<file path="src/opmode_pkg.sv">
// Constants and types shared by the operating mode pin selector.
package opmode_pkg;

	// ==========================================================
	// Register byte offsets on the Avalon-MM slave
	localparam logic [5:0] OFS_MODE_STATUS = 6'h00;
	localparam logic [5:0] OFS_SYS_CTRL    = 6'h04;
	localparam logic [5:0] OFS_PIN_FUNC    = 6'h08;
	localparam logic [5:0] OFS_AREA_WIDTH  = 6'h0C;
	localparam logic [5:0] OFS_PORT1       = 6'h10;
	localparam logic [5:0] OFS_PORTA       = 6'h14;
	localparam logic [5:0] OFS_PORTB       = 6'h18;
	localparam logic [5:0] OFS_PORTC       = 6'h1C;

	// ==========================================================
	// Field positions
	localparam int RAM_EN_BIT    = 0;
	localparam int MODE_VALID_BIT = 3;
	localparam int DR_LSB        = 8;

	// ==========================================================
	// Operating mode codes
	localparam logic [2:0] MODE_EXT_WIDE   = 3'h4;
	localparam logic [2:0] MODE_EXT_NARROW = 3'h5;
	localparam logic [2:0] MODE_ROM_EXT    = 3'h6;
	localparam logic [2:0] MODE_SINGLE     = 3'h7;

	// ==========================================================
	// Values after reset and after the mode is latched
	localparam logic [2:0] MODE_RST        = 3'h7;
	localparam logic       RAM_EN_RST      = 1'b1;
	localparam logic [3:0] AE_RST          = 4'h0;
	localparam logic [3:0] AE_RST_EXT      = 4'hC;
	localparam logic [3:0] AE_RST_ROM      = 4'h0;
	localparam logic [7:0] AREA_RST_WIDE   = 8'hFF;
	localparam logic [7:0] AREA_RST_NARROW = 8'h00;
	localparam logic [7:0] PORT_RST        = 8'h00;
	localparam logic [2:0] SETTLE_CYCLES   = 3'h4;

	// ==========================================================
	// Types
	typedef enum logic [0:0]
	{
		ST_SETTLE = 1'b0,
		ST_RUN    = 1'b1
	} latch_state_t;

	typedef struct packed
	{
		logic rom_enable;
		logic ext_enable;
		logic bus_wide;
		logic data_d;
		logic data_e;
		logic ctrl_f;
	} port_func_t;

	typedef struct packed
	{
		logic [23:0] out;
		logic [23:0] oe;
	} pin_drive_t;

endpackage

</file>
<file path="src/pin_cell.sv">
// One multiplexed port pin: address output or general port output, registered.
`timescale 1ns/1ns
module pin_cell
	import opmode_pkg::*;
(
	input  wire logic clk,
	input  wire logic rst_b,
	input  wire logic sel_addr,
	input  wire logic addr_bit,
	input  wire logic ddr_bit,
	input  wire logic dr_bit,
	output logic      out_reg,
	output logic      oe_reg
);

	logic out_next;
	logic oe_next;

	// Address selection overrides the direction bit entirely.
	always_comb
	begin
		out_next = sel_addr ? addr_bit : dr_bit;
		oe_next  = sel_addr | ddr_bit;
	end

	always_ff @(posedge clk or negedge rst_b)
	begin
		if (!rst_b)
		begin
			out_reg <= 1'b0;
			oe_reg  <= 1'b0;
		end
		else
		begin
			out_reg <= out_next;
			oe_reg  <= oe_next;
		end
	end

endmodule

</file>
<file path="src/opmode_pin_select.sv">
// Operating mode latch and port 1, A to F pin function selection with Avalon-MM registers.
//
// Behaviour
// - Modes 4 and 5: advanced 16-Mbyte space, on-chip ROM off, all accesses external except enabled internal RAM.
// - Mode 6: on-chip ROM on, external accesses still allowed.
// - Mode 7: ROM on, no external access, every port is general I/O.
// - Modes 4 and 5: port1 upper pins, A, B, C address; D data, E data when 16-bit; F control.
// - Modes 4 and 5 after reset: port1 pins 13-11 inputs, A20-A8 driven.
// - Address-enable field gates each of A23-A8; disabled pins follow direction bits.
// - Modes 4 and 5: port C always drives A7-A0, never general I/O.
// - Mode 4 starts 16-bit; drops to 8-bit when every area is 8-bit.
// - Modes 5 and 6 start 8-bit; any 16-bit area makes bus and port E wide.
// - Mode 6 after reset: all address ports inputs; A23-A8 only via enable field.
// - Mode 6: each A7-A0 line drives port C only when its direction bit is set.
// - Modes 4 to 6: internal RAM disabled sends internal RAM range accesses to external memory.
// - Mode comes from the three mode pins; status bits are read-only.
`timescale 1ns/1ns
module opmode_pin_select
	import opmode_pkg::*;
#(
	parameter int          PIN_COUNT = 24,
	parameter logic [23:0] ROM_LIMIT = 24'h040000,
	parameter logic [23:0] RAM_BASE  = 24'hFFB000,
	parameter logic [23:0] RAM_LIMIT = 24'hFFF000
)
(
	input  wire logic        clk,
	input  wire logic        rst_b,
	input  wire logic [2:0]  mode_select_pins,
	input  wire logic [5:0]  avs_address,
	input  wire logic        avs_read,
	input  wire logic        avs_write,
	input  wire logic [31:0] avs_writedata,
	input  wire logic [3:0]  avs_byteenable,
	output logic [31:0]      avs_readdata,
	output logic             avs_waitrequest,
	input  wire logic [23:0] cpu_addr,
	output logic             access_external_reg,
	output port_func_t       func_reg,
	output pin_drive_t       pins
);

	// ==========================================================
	// Mode pin synchroniser and one-time mode latch
	logic [2:0]   sync1_reg;
	logic [2:0]   sync2_reg;
	logic [2:0]   sync3_reg;
	latch_state_t state_reg;
	latch_state_t state_next;
	logic [2:0]   settle_reg;
	logic [2:0]   settle_next;
	logic [2:0]   mode_status_bits;
	logic [2:0]   mode_next;
	logic         latch_now;

	always_comb
	begin
		state_next  = state_reg;
		settle_next = settle_reg;
		mode_next   = mode_status_bits;
		latch_now   = 1'b0;
		case (state_reg)
			ST_SETTLE:
			begin
				if (settle_reg != SETTLE_CYCLES)
					settle_next = settle_reg + 3'h1;
				else if (sync2_reg == sync3_reg)
				begin
					// The mode is taken once and never again until reset.
					latch_now  = 1'b1;
					mode_next  = sync3_reg;
					state_next = ST_RUN;
				end
			end
			default:
			begin
				state_next = ST_RUN;
			end
		endcase
	end

	always_ff @(posedge clk or negedge rst_b)
	begin
		if (!rst_b)
		begin
			sync1_reg        <= 3'h0;
			sync2_reg        <= 3'h0;
			sync3_reg        <= 3'h0;
			state_reg        <= ST_SETTLE;
			settle_reg       <= 3'h0;
			mode_status_bits <= MODE_RST;
		end
		else
		begin
			sync1_reg        <= mode_select_pins;
			sync2_reg        <= sync1_reg;
			sync3_reg        <= sync2_reg;
			state_reg        <= state_next;
			settle_reg       <= settle_next;
			mode_status_bits <= mode_next;
		end
	end

	// ==========================================================
	// Mode decode
	logic run;
	logic mode_ext45;
	logic mode_rom6;
	logic bus_wide;

	// Unlisted modes, and the time before the latch, behave as single-chip.
	assign run        = (state_reg == ST_RUN);
	assign mode_ext45 = run && (mode_status_bits == MODE_EXT_WIDE ||
	                            mode_status_bits == MODE_EXT_NARROW);
	assign mode_rom6  = run && (mode_status_bits == MODE_ROM_EXT);

	// ==========================================================
	// Avalon-MM slave and registers
	logic        ack_reg;
	logic        ack_next;
	logic [31:0] rdata_next;
	logic        internal_ram_enable;
	logic        ram_en_next;
	logic [3:0]  addr_out_enable_field;
	logic [3:0]  ae_next;
	logic [7:0]  area_wide_reg;
	logic [7:0]  area_next;
	logic [23:0] ddr_reg;
	logic [23:0] ddr_next;
	logic [23:0] dr_reg;
	logic [23:0] dr_next;
	logic        wr;

	// One wait state: every access completes on the second cycle it is held.
	assign avs_waitrequest = (avs_read | avs_write) & ~ack_reg;
	assign wr              = avs_write & ack_reg;

	always_comb
	begin
		ack_next    = (avs_read | avs_write) & ~ack_reg;
		rdata_next  = avs_readdata;
		ram_en_next = internal_ram_enable;
		ae_next     = addr_out_enable_field;
		area_next   = area_wide_reg;
		ddr_next    = ddr_reg;
		dr_next     = dr_reg;
		if (ack_next && avs_read)
		begin
			rdata_next = 32'h0000_0000;
			if (avs_address == OFS_MODE_STATUS)
				rdata_next = {28'h0, run, mode_status_bits};
			else if (avs_address == OFS_SYS_CTRL)
				rdata_next = {31'h0, internal_ram_enable};
			else if (avs_address == OFS_PIN_FUNC)
				rdata_next = {28'h0, addr_out_enable_field};
			else if (avs_address == OFS_AREA_WIDTH)
				rdata_next = {24'h0, area_wide_reg};
			else if (avs_address == OFS_PORT1)
				rdata_next = {20'h0, dr_reg[23:20], 4'h0, ddr_reg[23:20]};
			else if (avs_address == OFS_PORTA)
				rdata_next = {20'h0, dr_reg[19:16], 4'h0, ddr_reg[19:16]};
			else if (avs_address == OFS_PORTB)
				rdata_next = {16'h0, dr_reg[15:8], ddr_reg[15:8]};
			else if (avs_address == OFS_PORTC)
				rdata_next = {16'h0, dr_reg[7:0], ddr_reg[7:0]};
		end
		// Mode status has no write path at all.
		if (wr && avs_byteenable[0])
		begin
			if (avs_address == OFS_SYS_CTRL)
				ram_en_next = avs_writedata[RAM_EN_BIT];
			else if (avs_address == OFS_PIN_FUNC)
				ae_next = avs_writedata[3:0];
			else if (avs_address == OFS_AREA_WIDTH)
				area_next = avs_writedata[7:0];
			else if (avs_address == OFS_PORT1)
				ddr_next[23:20] = avs_writedata[3:0];
			else if (avs_address == OFS_PORTA)
				ddr_next[19:16] = avs_writedata[3:0];
			else if (avs_address == OFS_PORTB)
				ddr_next[15:8] = avs_writedata[7:0];
			else if (avs_address == OFS_PORTC)
				ddr_next[7:0] = avs_writedata[7:0];
		end
		if (wr && avs_byteenable[1])
		begin
			if (avs_address == OFS_PORT1)
				dr_next[23:20] = avs_writedata[DR_LSB+3:DR_LSB];
			else if (avs_address == OFS_PORTA)
				dr_next[19:16] = avs_writedata[DR_LSB+3:DR_LSB];
			else if (avs_address == OFS_PORTB)
				dr_next[15:8] = avs_writedata[DR_LSB+7:DR_LSB];
			else if (avs_address == OFS_PORTC)
				dr_next[7:0] = avs_writedata[DR_LSB+7:DR_LSB];
		end
		// The latch loads the mode's own start-up pin and width settings.
		if (latch_now)
		begin
			if (mode_next == MODE_EXT_WIDE || mode_next == MODE_EXT_NARROW)
				ae_next = AE_RST_EXT;
			else
				ae_next = AE_RST_ROM;
			if (mode_next == MODE_EXT_WIDE)
				area_next = AREA_RST_WIDE;
			else
				area_next = AREA_RST_NARROW;
		end
	end

	always_ff @(posedge clk or negedge rst_b)
	begin
		if (!rst_b)
		begin
			ack_reg               <= 1'b0;
			avs_readdata          <= 32'h0000_0000;
			internal_ram_enable   <= RAM_EN_RST;
			addr_out_enable_field <= AE_RST;
			area_wide_reg         <= AREA_RST_NARROW;
			ddr_reg               <= {3{PORT_RST}};
			dr_reg                <= {3{PORT_RST}};
		end
		else
		begin
			ack_reg               <= ack_next;
			avs_readdata          <= rdata_next;
			internal_ram_enable   <= ram_en_next;
			addr_out_enable_field <= ae_next;
			area_wide_reg         <= area_next;
			ddr_reg               <= ddr_next;
			dr_reg                <= dr_next;
		end
	end

	// ==========================================================
	// Port functions and access routing
	port_func_t func_next;
	logic       access_ext_next;
	logic       in_rom;
	logic       in_ram;

	// Both wide-bus rules reduce to: wide while any area is 16-bit.
	assign bus_wide = |area_wide_reg;
	assign in_rom   = cpu_addr < ROM_LIMIT;
	assign in_ram   = cpu_addr >= RAM_BASE && cpu_addr < RAM_LIMIT;

	always_comb
	begin
		func_next.rom_enable = !mode_ext45;
		func_next.ext_enable = mode_ext45 | mode_rom6;
		func_next.bus_wide   = func_next.ext_enable & bus_wide;
		func_next.data_d     = func_next.ext_enable;
		func_next.data_e     = func_next.ext_enable & bus_wide;
		func_next.ctrl_f     = func_next.ext_enable;
		access_ext_next      = 1'b0;
		if (mode_ext45)
			access_ext_next = !(in_ram && internal_ram_enable);
		else if (mode_rom6)
			access_ext_next = !in_rom && !(in_ram && internal_ram_enable);
	end

	always_ff @(posedge clk or negedge rst_b)
	begin
		if (!rst_b)
		begin
			func_reg            <= '0;
			access_external_reg <= 1'b0;
		end
		else
		begin
			func_reg            <= func_next;
			access_external_reg <= access_ext_next;
		end
	end

	// ==========================================================
	// Pin multiplexers: bits 23:20 port 1, 19:16 port A, 15:8 port B, 7:0 port C
	logic [4:0]           ae_lines;
	logic [PIN_COUNT-1:0] sel_addr;

	// Field value n enables n+1 lines upward from A8; zero enables none.
	assign ae_lines = (addr_out_enable_field == 4'h0) ? 5'h00 :
	                  {1'b0, addr_out_enable_field} + 5'h01;

	genvar g;
	generate
		for (g = 0; g < PIN_COUNT; g++)
		begin : g_pin
			if (g < 8)
			begin : g_low
				assign sel_addr[g] = mode_ext45 | (mode_rom6 & ddr_reg[g]);
			end
			else
			begin : g_high
				assign sel_addr[g] = (mode_ext45 | mode_rom6) &&
				                     (5'(g - 8) < ae_lines);
			end
			pin_cell u_cell
			(
				.clk      (clk),
				.rst_b    (rst_b),
				.sel_addr (sel_addr[g]),
				.addr_bit (cpu_addr[g]),
				.ddr_bit  (ddr_reg[g]),
				.dr_bit   (dr_reg[g]),
				.out_reg  (pins.out[g]),
				.oe_reg   (pins.oe[g])
			);
		end
	endgenerate

	// ==========================================================
	// Assertions
	property p_rom_off_ext;
		@(posedge clk) disable iff (!rst_b)
		mode_ext45 |=> !func_reg.rom_enable && func_reg.ext_enable;
	endproperty
	a_rom_off_ext: assert property (p_rom_off_ext) else $error("ROM on in external mode");

	property p_rom_on_six;
		@(posedge clk) disable iff (!rst_b)
		mode_rom6 |=> func_reg.rom_enable && func_reg.ext_enable;
	endproperty
	a_rom_on_six: assert property (p_rom_on_six) else $error("Mode 6 function wrong");

	property p_single_chip;
		@(posedge clk) disable iff (!rst_b)
		run && !mode_ext45 && !mode_rom6 |=> !access_external_reg
		&& pins.oe == $past(ddr_reg);
	endproperty
	a_single_chip: assert property (p_single_chip) else $error("Mode 7 not general I/O");

	property p_portc_addr;
		@(posedge clk) disable iff (!rst_b)
		mode_ext45 |=> pins.oe[7:0] == 8'hFF && pins.out[7:0] == $past(cpu_addr[7:0]);
	endproperty
	a_portc_addr: assert property (p_portc_addr) else $error("Port C not address");

	property p_start_ext;
		@(posedge clk) disable iff (!rst_b)
		$rose(run) && mode_ext45 |=> pins.oe[23:8] == {3'h0, 13'h1FFF};
	endproperty
	a_start_ext: assert property (p_start_ext) else $error("A20-A8 not driven at start");

	property p_start_six;
		@(posedge clk) disable iff (!rst_b)
		$rose(run) && mode_rom6 |-> addr_out_enable_field == AE_RST_ROM
		&& area_wide_reg == AREA_RST_NARROW ##1 pins.oe == $past(ddr_reg);
	endproperty
	a_start_six: assert property (p_start_six) else $error("Mode 6 start state wrong");

	property p_wide_start;
		@(posedge clk) disable iff (!rst_b)
		$rose(run) && mode_status_bits == MODE_EXT_WIDE |=> func_reg.bus_wide;
	endproperty
	a_wide_start: assert property (p_wide_start) else $error("Mode 4 not 16-bit");

	property p_wide_any;
		@(posedge clk) disable iff (!rst_b)
		mode_rom6 && area_wide_reg != 8'h00 |=> func_reg.data_e && func_reg.bus_wide;
	endproperty
	a_wide_any: assert property (p_wide_any) else $error("Port E not data when wide");

	property p_portc_six;
		@(posedge clk) disable iff (!rst_b)
		mode_rom6 |=> pins.oe[7:0] == $past(ddr_reg[7:0]);
	endproperty
	a_portc_six: assert property (p_portc_six) else $error("Port C drive wrong");

	property p_ram_off;
		@(posedge clk) disable iff (!rst_b)
		mode_ext45 && !internal_ram_enable && in_ram |=> access_external_reg;
	endproperty
	a_ram_off: assert property (p_ram_off) else $error("RAM range not external");

	property p_mode_fixed;
		@(posedge clk) disable iff (!rst_b)
		run |=> run && $stable(mode_status_bits);
	endproperty
	a_mode_fixed: assert property (p_mode_fixed) else $error("Mode changed after latch");

	c_mode_ext: cover property (@(posedge clk) disable iff (!rst_b) $rose(mode_ext45));
	c_mode_six: cover property (@(posedge clk) disable iff (!rst_b) $rose(mode_rom6));
	c_narrow:   cover property (@(posedge clk) disable iff (!rst_b) $fell(func_reg.bus_wide));

endmodule

</file>
<file path="config.mk">
export PLATFORM = sky130hd
export DESIGN_NAME = opmode_pin_select
export DESIGN_NICKNAME = d
export VERILOG_FILES = /design/src/opmode_pkg.sv /design/src/pin_cell.sv /design/src/opmode_pin_select.sv
export SDC_FILE = /design/constraint.sdc
export NUM_CORES = 1
export LEC_CHECK = 0
export BUFFER_PORTS_ARGS = -buffer_cell sky130_fd_sc_hd__buf_4
export CORE_UTILIZATION = 32
export DETAILED_ROUTE_END_ITERATION = 6
export PLACE_DENSITY_LB_ADDON = 0.05
export SYNTH_ARGS = -nofsm -noshare
export SYNTH_HDL_FRONTEND = slang
export SYNTH_SLANG_ARGS = --single-unit
</file>
<file path="constraint.sdc">
create_clock -name clk -period 6.15 [get_ports clk]
set_input_delay 1.23 -clock clk [delete_from_list [all_inputs] [get_ports clk]]
set_output_delay 1.23 -clock clk [all_outputs]
set_load 0.02 [all_outputs]
</file>
; ---- After elaboration in Yosys (flattened, before gate mapping)
; Cells that the tools add are included.
[op_classes]
n_addsub = 2
magnitude_cmp = 19
n_eq_ne = 16
mux = 53
n_bitwise = 53
n_reduce_logical = 47
[op_table]
columns = op, count
row1 = $mux W16, 8
row2 = $mux W8, 6
row3 = $lt A4 B5 Y1 const A, 8
row4 = $or A1 B1 Y1, 34
row5 = $mux W1, 30
row6 = $eq A6 B5 Y1 const B, 4
row7 = $ge A24 B24 Y1 const B, 1
row8 = $logic_and A1 B1 Y1, 24
row9 = $lt A24 B19 Y1 const B, 1
row10 = $lt A24 B24 Y1 const B, 1
row11 = $lt A3 B5 Y1 const A, 4
row12 = $mux W4, 5
row13 = $eq A3 B3 Y1 const B, 5
row14 = $eq A6 B4 Y1 const B, 2
row15 = $and A1 B1 Y1, 11
row16 = $lt A1 B5 Y1 const A, 2
row17 = $lt A2 B5 Y1 const A, 2
row18 = $reduce_and A5 Y1, 2
row19 = $mux W3, 3
row20 = $not A1 Y1, 8
row21 = $reduce_and A4 Y1, 2
row22 = $reduce_and A8 Y1, 1
row23 = $reduce_or A8 Y1, 1
row24 = $reduce_and A7 Y1, 1
row25 = other kinds (15), 24
[totals]
regBits = 162
input_bits = 73
out_inout_bits = 88
wordCells = 261

; ---- Depth between registers and ports, before layout
[logic_depth]
word_depth = 9
mapped_depth = 8
ltp_nobuf = 7

; ---- By module
; From an unflattened synthesis, not the netlist that was laid out.
[unflattened]
hier_cells = 537
hier_area_um2 = 6658.9
[by_module_without_submodules]
columns = mod, n_inst, cells_each, area_per_inst_um2, seq_area_each_um2
row1 = opmode_pin_select, 1, 441, 4947.2, 2457.4
row2 = pin_cell, 24, 4, 71.3, 50.0

; ---- Worst setup path after synthesis
; Ideal clock, no wire load.
[synth_path]
path_type = input to output
startpoint = input avs_read
endpoint = output avs_waitrequest
t_arrival_ns = 1.560
t_required_ns = 4.920
path_slack_ns = 3.360
cell_stages = 2
path_buffers = 0
cell_sequence = nor2_1 nor2_1
[synth_via]
elab_chain_cells = 2
[synth_rtl]
columns = element, line_no
row1 = from (decl), opmode_pin_select.sv:31  ; input wire logic avs_read,
row2 = $or A1 B1 Y1, opmode_pin_select.sv:135  ; assign avs_waitrequest = (avs_read | avs_write) & ~ack_reg;
row3 = $and A1 B1 Y1, opmode_pin_select.sv:135
row4 = to (decl), opmode_pin_select.sv:36  ; output logic avs_waitrequest,
; Every way passes these cells.

; ---- Worst setup path in the final report
[layout_path]
startpoint = input avs_address[5]
endpoint = register dr_reg[9]
[layout_via]
elab_chain_cells = 3
elab_cells_between_ends = 6
cone_classes = 3 x eq/ne / 2 x bitwise / 1 x reduce/logical
[layout_rtl]
columns = element, line_no
row1 = from (decl), opmode_pin_select.sv:30  ; input wire logic [5:0] avs_address,
row2 = $eq A6 B5 Y1 (on tied branches), "opmode_pin_select.sv:189, opmode_pin_select.sv:187"
row3 = $not A1 Y1 (no line), --
row4 = $reduce_and A4 Y1 (no line) *, --
row5 = to (signal assigned), opmode_pin_select.sv:220  ; dr_reg <= {3{PORT_RST}};
row6 = to (signal assigned), opmode_pin_select.sv:230  ; dr_reg <= dr_next;
row7 = to (decl), opmode_pin_select.sv:130  ; logic [23:0] dr_reg;
; Mark *: on every way between the ends. The rest lies on a longest branch, timed or not.
; A chain may end at the register's enable or synchronous reset.

==> flow_metrics.py <==
metrics = {
    "pwr": {
        "ir_drop_uv": 173.2,
        "power_density_mw_per_mm2": 395.1,
        "p_leak_nw": 4.040,
    },
    "cts": {
        "clock_latency_ns": 0.42,
        "cts.htree.levels": 4,
        "cts_buffers": 17,
        "postCtsSetupRepairBufs": 0,
        "holdBufCountCts": 0,
        "cts-root-buf": "clkbuf_16",
        "clk_pin_slew_worst_paths_ns": 0.06,
        "cts_tree": "done",
        "cts_buffer_depth": 2,
        "cts_resized": 0,
        "cts_sinks": 146,
    },
    "placement": {
        "routabilityCongestion": 0.8141,
        "place_ws_ns": 2.659,
        "post-dp-hpwl_um": 13060,
        "dpl.cell_count": 897,
        "portBuffers": 126,
    },
    "layout": {
        "syn2layout_area_growth_pct": 20.55,
        "nets": 723,
        "fin_cells": 929,
        "final_common_cell": "dfrtp_1",
        "drive_gt1_share_pct": 40.21,
        "fin_util_pct": 39.90,
        "mostFrequentLayoutCells": "dfrtp_1 (142), buf_4 (128), mux2_2 (67)",
        "diodes": 0,
    },
    "worst_setup_path": {
        "critical_path.max_fanout": 10,
        "r2r_start": "addr_out_enable_field[0]$_DFFE_PN0P_",
        "crit_type": "input port to flop",
        "cp_data_required_time_ns": 6.45,
        "r2r_setup_slack_ns": 3.42,
        "r2r_cells": 6,
        "crit_arrival_ns": 3.35,
        "reg2reg_to": "g_pin[17].u_cell.out_reg$_DFF_PN0_",
        "end_kind": "flop",
        "start_kind": "input port",
    },
    "route": {
        "drt_iter0_drc": 242,
        "routedWlPerCell_um": 19.47,
        "vias_per_cell": 4.851,
        "drt_pre_antenna_iters": 4,
        "vias": 4507,
        "drt-total-wl_um": 18090,
        "ant_nets": 0,
        "drc_errors": 0,
    },
    "yosys": {
        "ys_warn_count": 0,
        "synth-main-ff-cell": "dfrtp_1",
        "syn_avg_cell_area_um2": 11.94,
        "synthesis.instances": 568,
        "yosysSeqAreaShare_pct": 53.93,
        "netlist_area_mm2": 0.006784,
        "synth_cell_types": 55,
        "synthArstFlopShare_pct": 100.0,
        "synth-edff-count": 0,
        "ys_ff_latch": 146,
    },
    "die": {
        "die_h_um": 147.6,
        "io_pins": 161,
        "die_w_um": 147.6,
        "core_area_mm2": 0.02049,
        "die_area_mm2": 0.02179,
        "initial_core_util_pct": 33.10,
        "rows": 52,
    },
    "sta": {
        "slew_violations": 0,
        "worstMarginPinSlew_ns": 1.125,
        "setup_slack_ns": 3.097,
        "rsz0062_at_grt": "false",
        "max_slew_margin_pct": 24.70,
        "setup_viol": 0,
        "period_minus_slack_ns": 3.053,
        "fin_skew_ns": 0.006387,
        "max_freq_mhz": 327.5,
        "whs_ns": 0.3488,
        "period_share_pct": 49.65,
        "hold_viol_final": 0,
        "fin_setup_tns_ns": 0,
    },
    "job": {
        "cap_viol_max_count": 0,
    },
    "min_path": {
        "hold_start": "sync1_reg[1]$_DFF_PN0_",
        "hold_path_depth": 0,
        "hold_end": "sync2_reg[1]$_DFF_PN0_",
        "hold_path.class": "flop to flop",
    },
    "global_route": {
        "grt_max_degree": 55,
        "grt_pass1_wl_um": 28100,
        "overflow": 0,
        "grt_pass1_vias": 4648,
        "grtUsageTotal_pct": 17.67,
        "antenna_found_initial": 0,
    },
    "run_status": {
        "status": "finished, final reports clean",
    },
}
## logic make-up after synthesis
kind of cell    share of synthesized area, %
buf+inv                                9.222
fa+ha+maj                             0.8853
other cells                          0.05528
compound gates                         7.267
simple gates                           11.60
xor+xnor                              0.6455
flops                                  53.93
mux                                    16.40
## power breakdown
| part | leakage (nW) | total (W) | switching [W] | internal [W] |
|---|---|---|---|---|
| clock | 0.287 | 0.00107 | 0.000398 | 0.000671 |
| sequential | 1.90 | 0.00127 | 0.000122 | 0.00115 |
| combinational | 1.85 | 0.000891 | 0.000520 | 0.000371 |
## per-layer routing
layer,GRT usage (%),vias to the layer above,wire [um]
li1,-,2068,-
met1,23.56,2276,8239
met2,28.07,145,8671
met3,3.920,18,873
met4,6.649,0,302
met5,0,-,0
## metrics by stage
| step | cell area, um^2 | total power, W |
|---|---|---|
| global placement | 7570 | 0.002184 |
| CTS | 8178 | 0.003272 |
| finish | 8178 | 0.003231 |
| detailed placement | 7570 | 0.002184 |
| global route | 8178 | 0.003397 |
| floorplan | 6840 | 0.001908 |
## how the worst max path moves through the flow
stage / startpoint / to / slack, ns / depth (start not counted)
6_report: avs_address[5] / dr_reg[9]$_DFFE_PN0P_ / 3.10 / 6
5_1_grt: avs_address[5] / dr_reg[9]$_DFFE_PN0P_ / 3.00 / 6
4_1_cts: avs_address[5] / dr_reg[10]$_DFFE_PN0P_ / 3.11 / 6
3_5_place_dp: avs_address[5] / dr_reg[15]$_DFFE_PN0P_ / 2.66 / 6
3_3_place_gp: avs_address[5] / dr_reg[9]$_DFFE_PN0P_ / 2.69 / 6
2_1_floorplan: avs_read / avs_waitrequest / 3.36 / 2
## Yosys cell counts, drive strengths merged, types with 2 or more instances
master  number  area share, %
dfrtp      142             52
mux2        75             12
buf         74            7.9
nand2       48            2.8
a21oi       24            1.8
nor2        21            1.2
or2         20            1.8
o21ai       18            1.3
a31oi       15            1.4
inv         12           0.66
clkbuf      11           0.61
mux2i       11            1.6
nand2b       9           0.83
a221oi       8            1.0
nor4         8           0.96
mux4         7            2.3
nor3         7           0.90
nand3        6           0.44
a22o         4           0.52
dfstp        4            1.5
ha           4           0.74
nor2b        4           0.37
xor2         4           0.52
a21o         3           0.33
nand3b       3           0.33
nand4        3           0.28
nor3b        3           0.50
o21a         2           0.22
or4          2           0.22
## cell type report
| type | count | area (um^2) |
|---|---|---|
| fill | 2011 | 12320 |
| clock buffer | 24 | 481.7 |
| timing repair buffer | 129 | 972.2 |
| clock inverter | 8 | 126.4 |
| sequential | 146 | 3659 |
| inverter | 12 | 45.04 |
| tap | 270 | 337.8 |
| multi-input combinational | 340 | 2556 |
## critical path, cell delays in order
cell and delay (ns):
buf_4 0.12, nor3_4 0.32, nand2_4 0.16, nor3b_4 0.53
and4_1 0.60, mux2_1 0.37
Note: power is estimated with default switching activity, not from simulation.
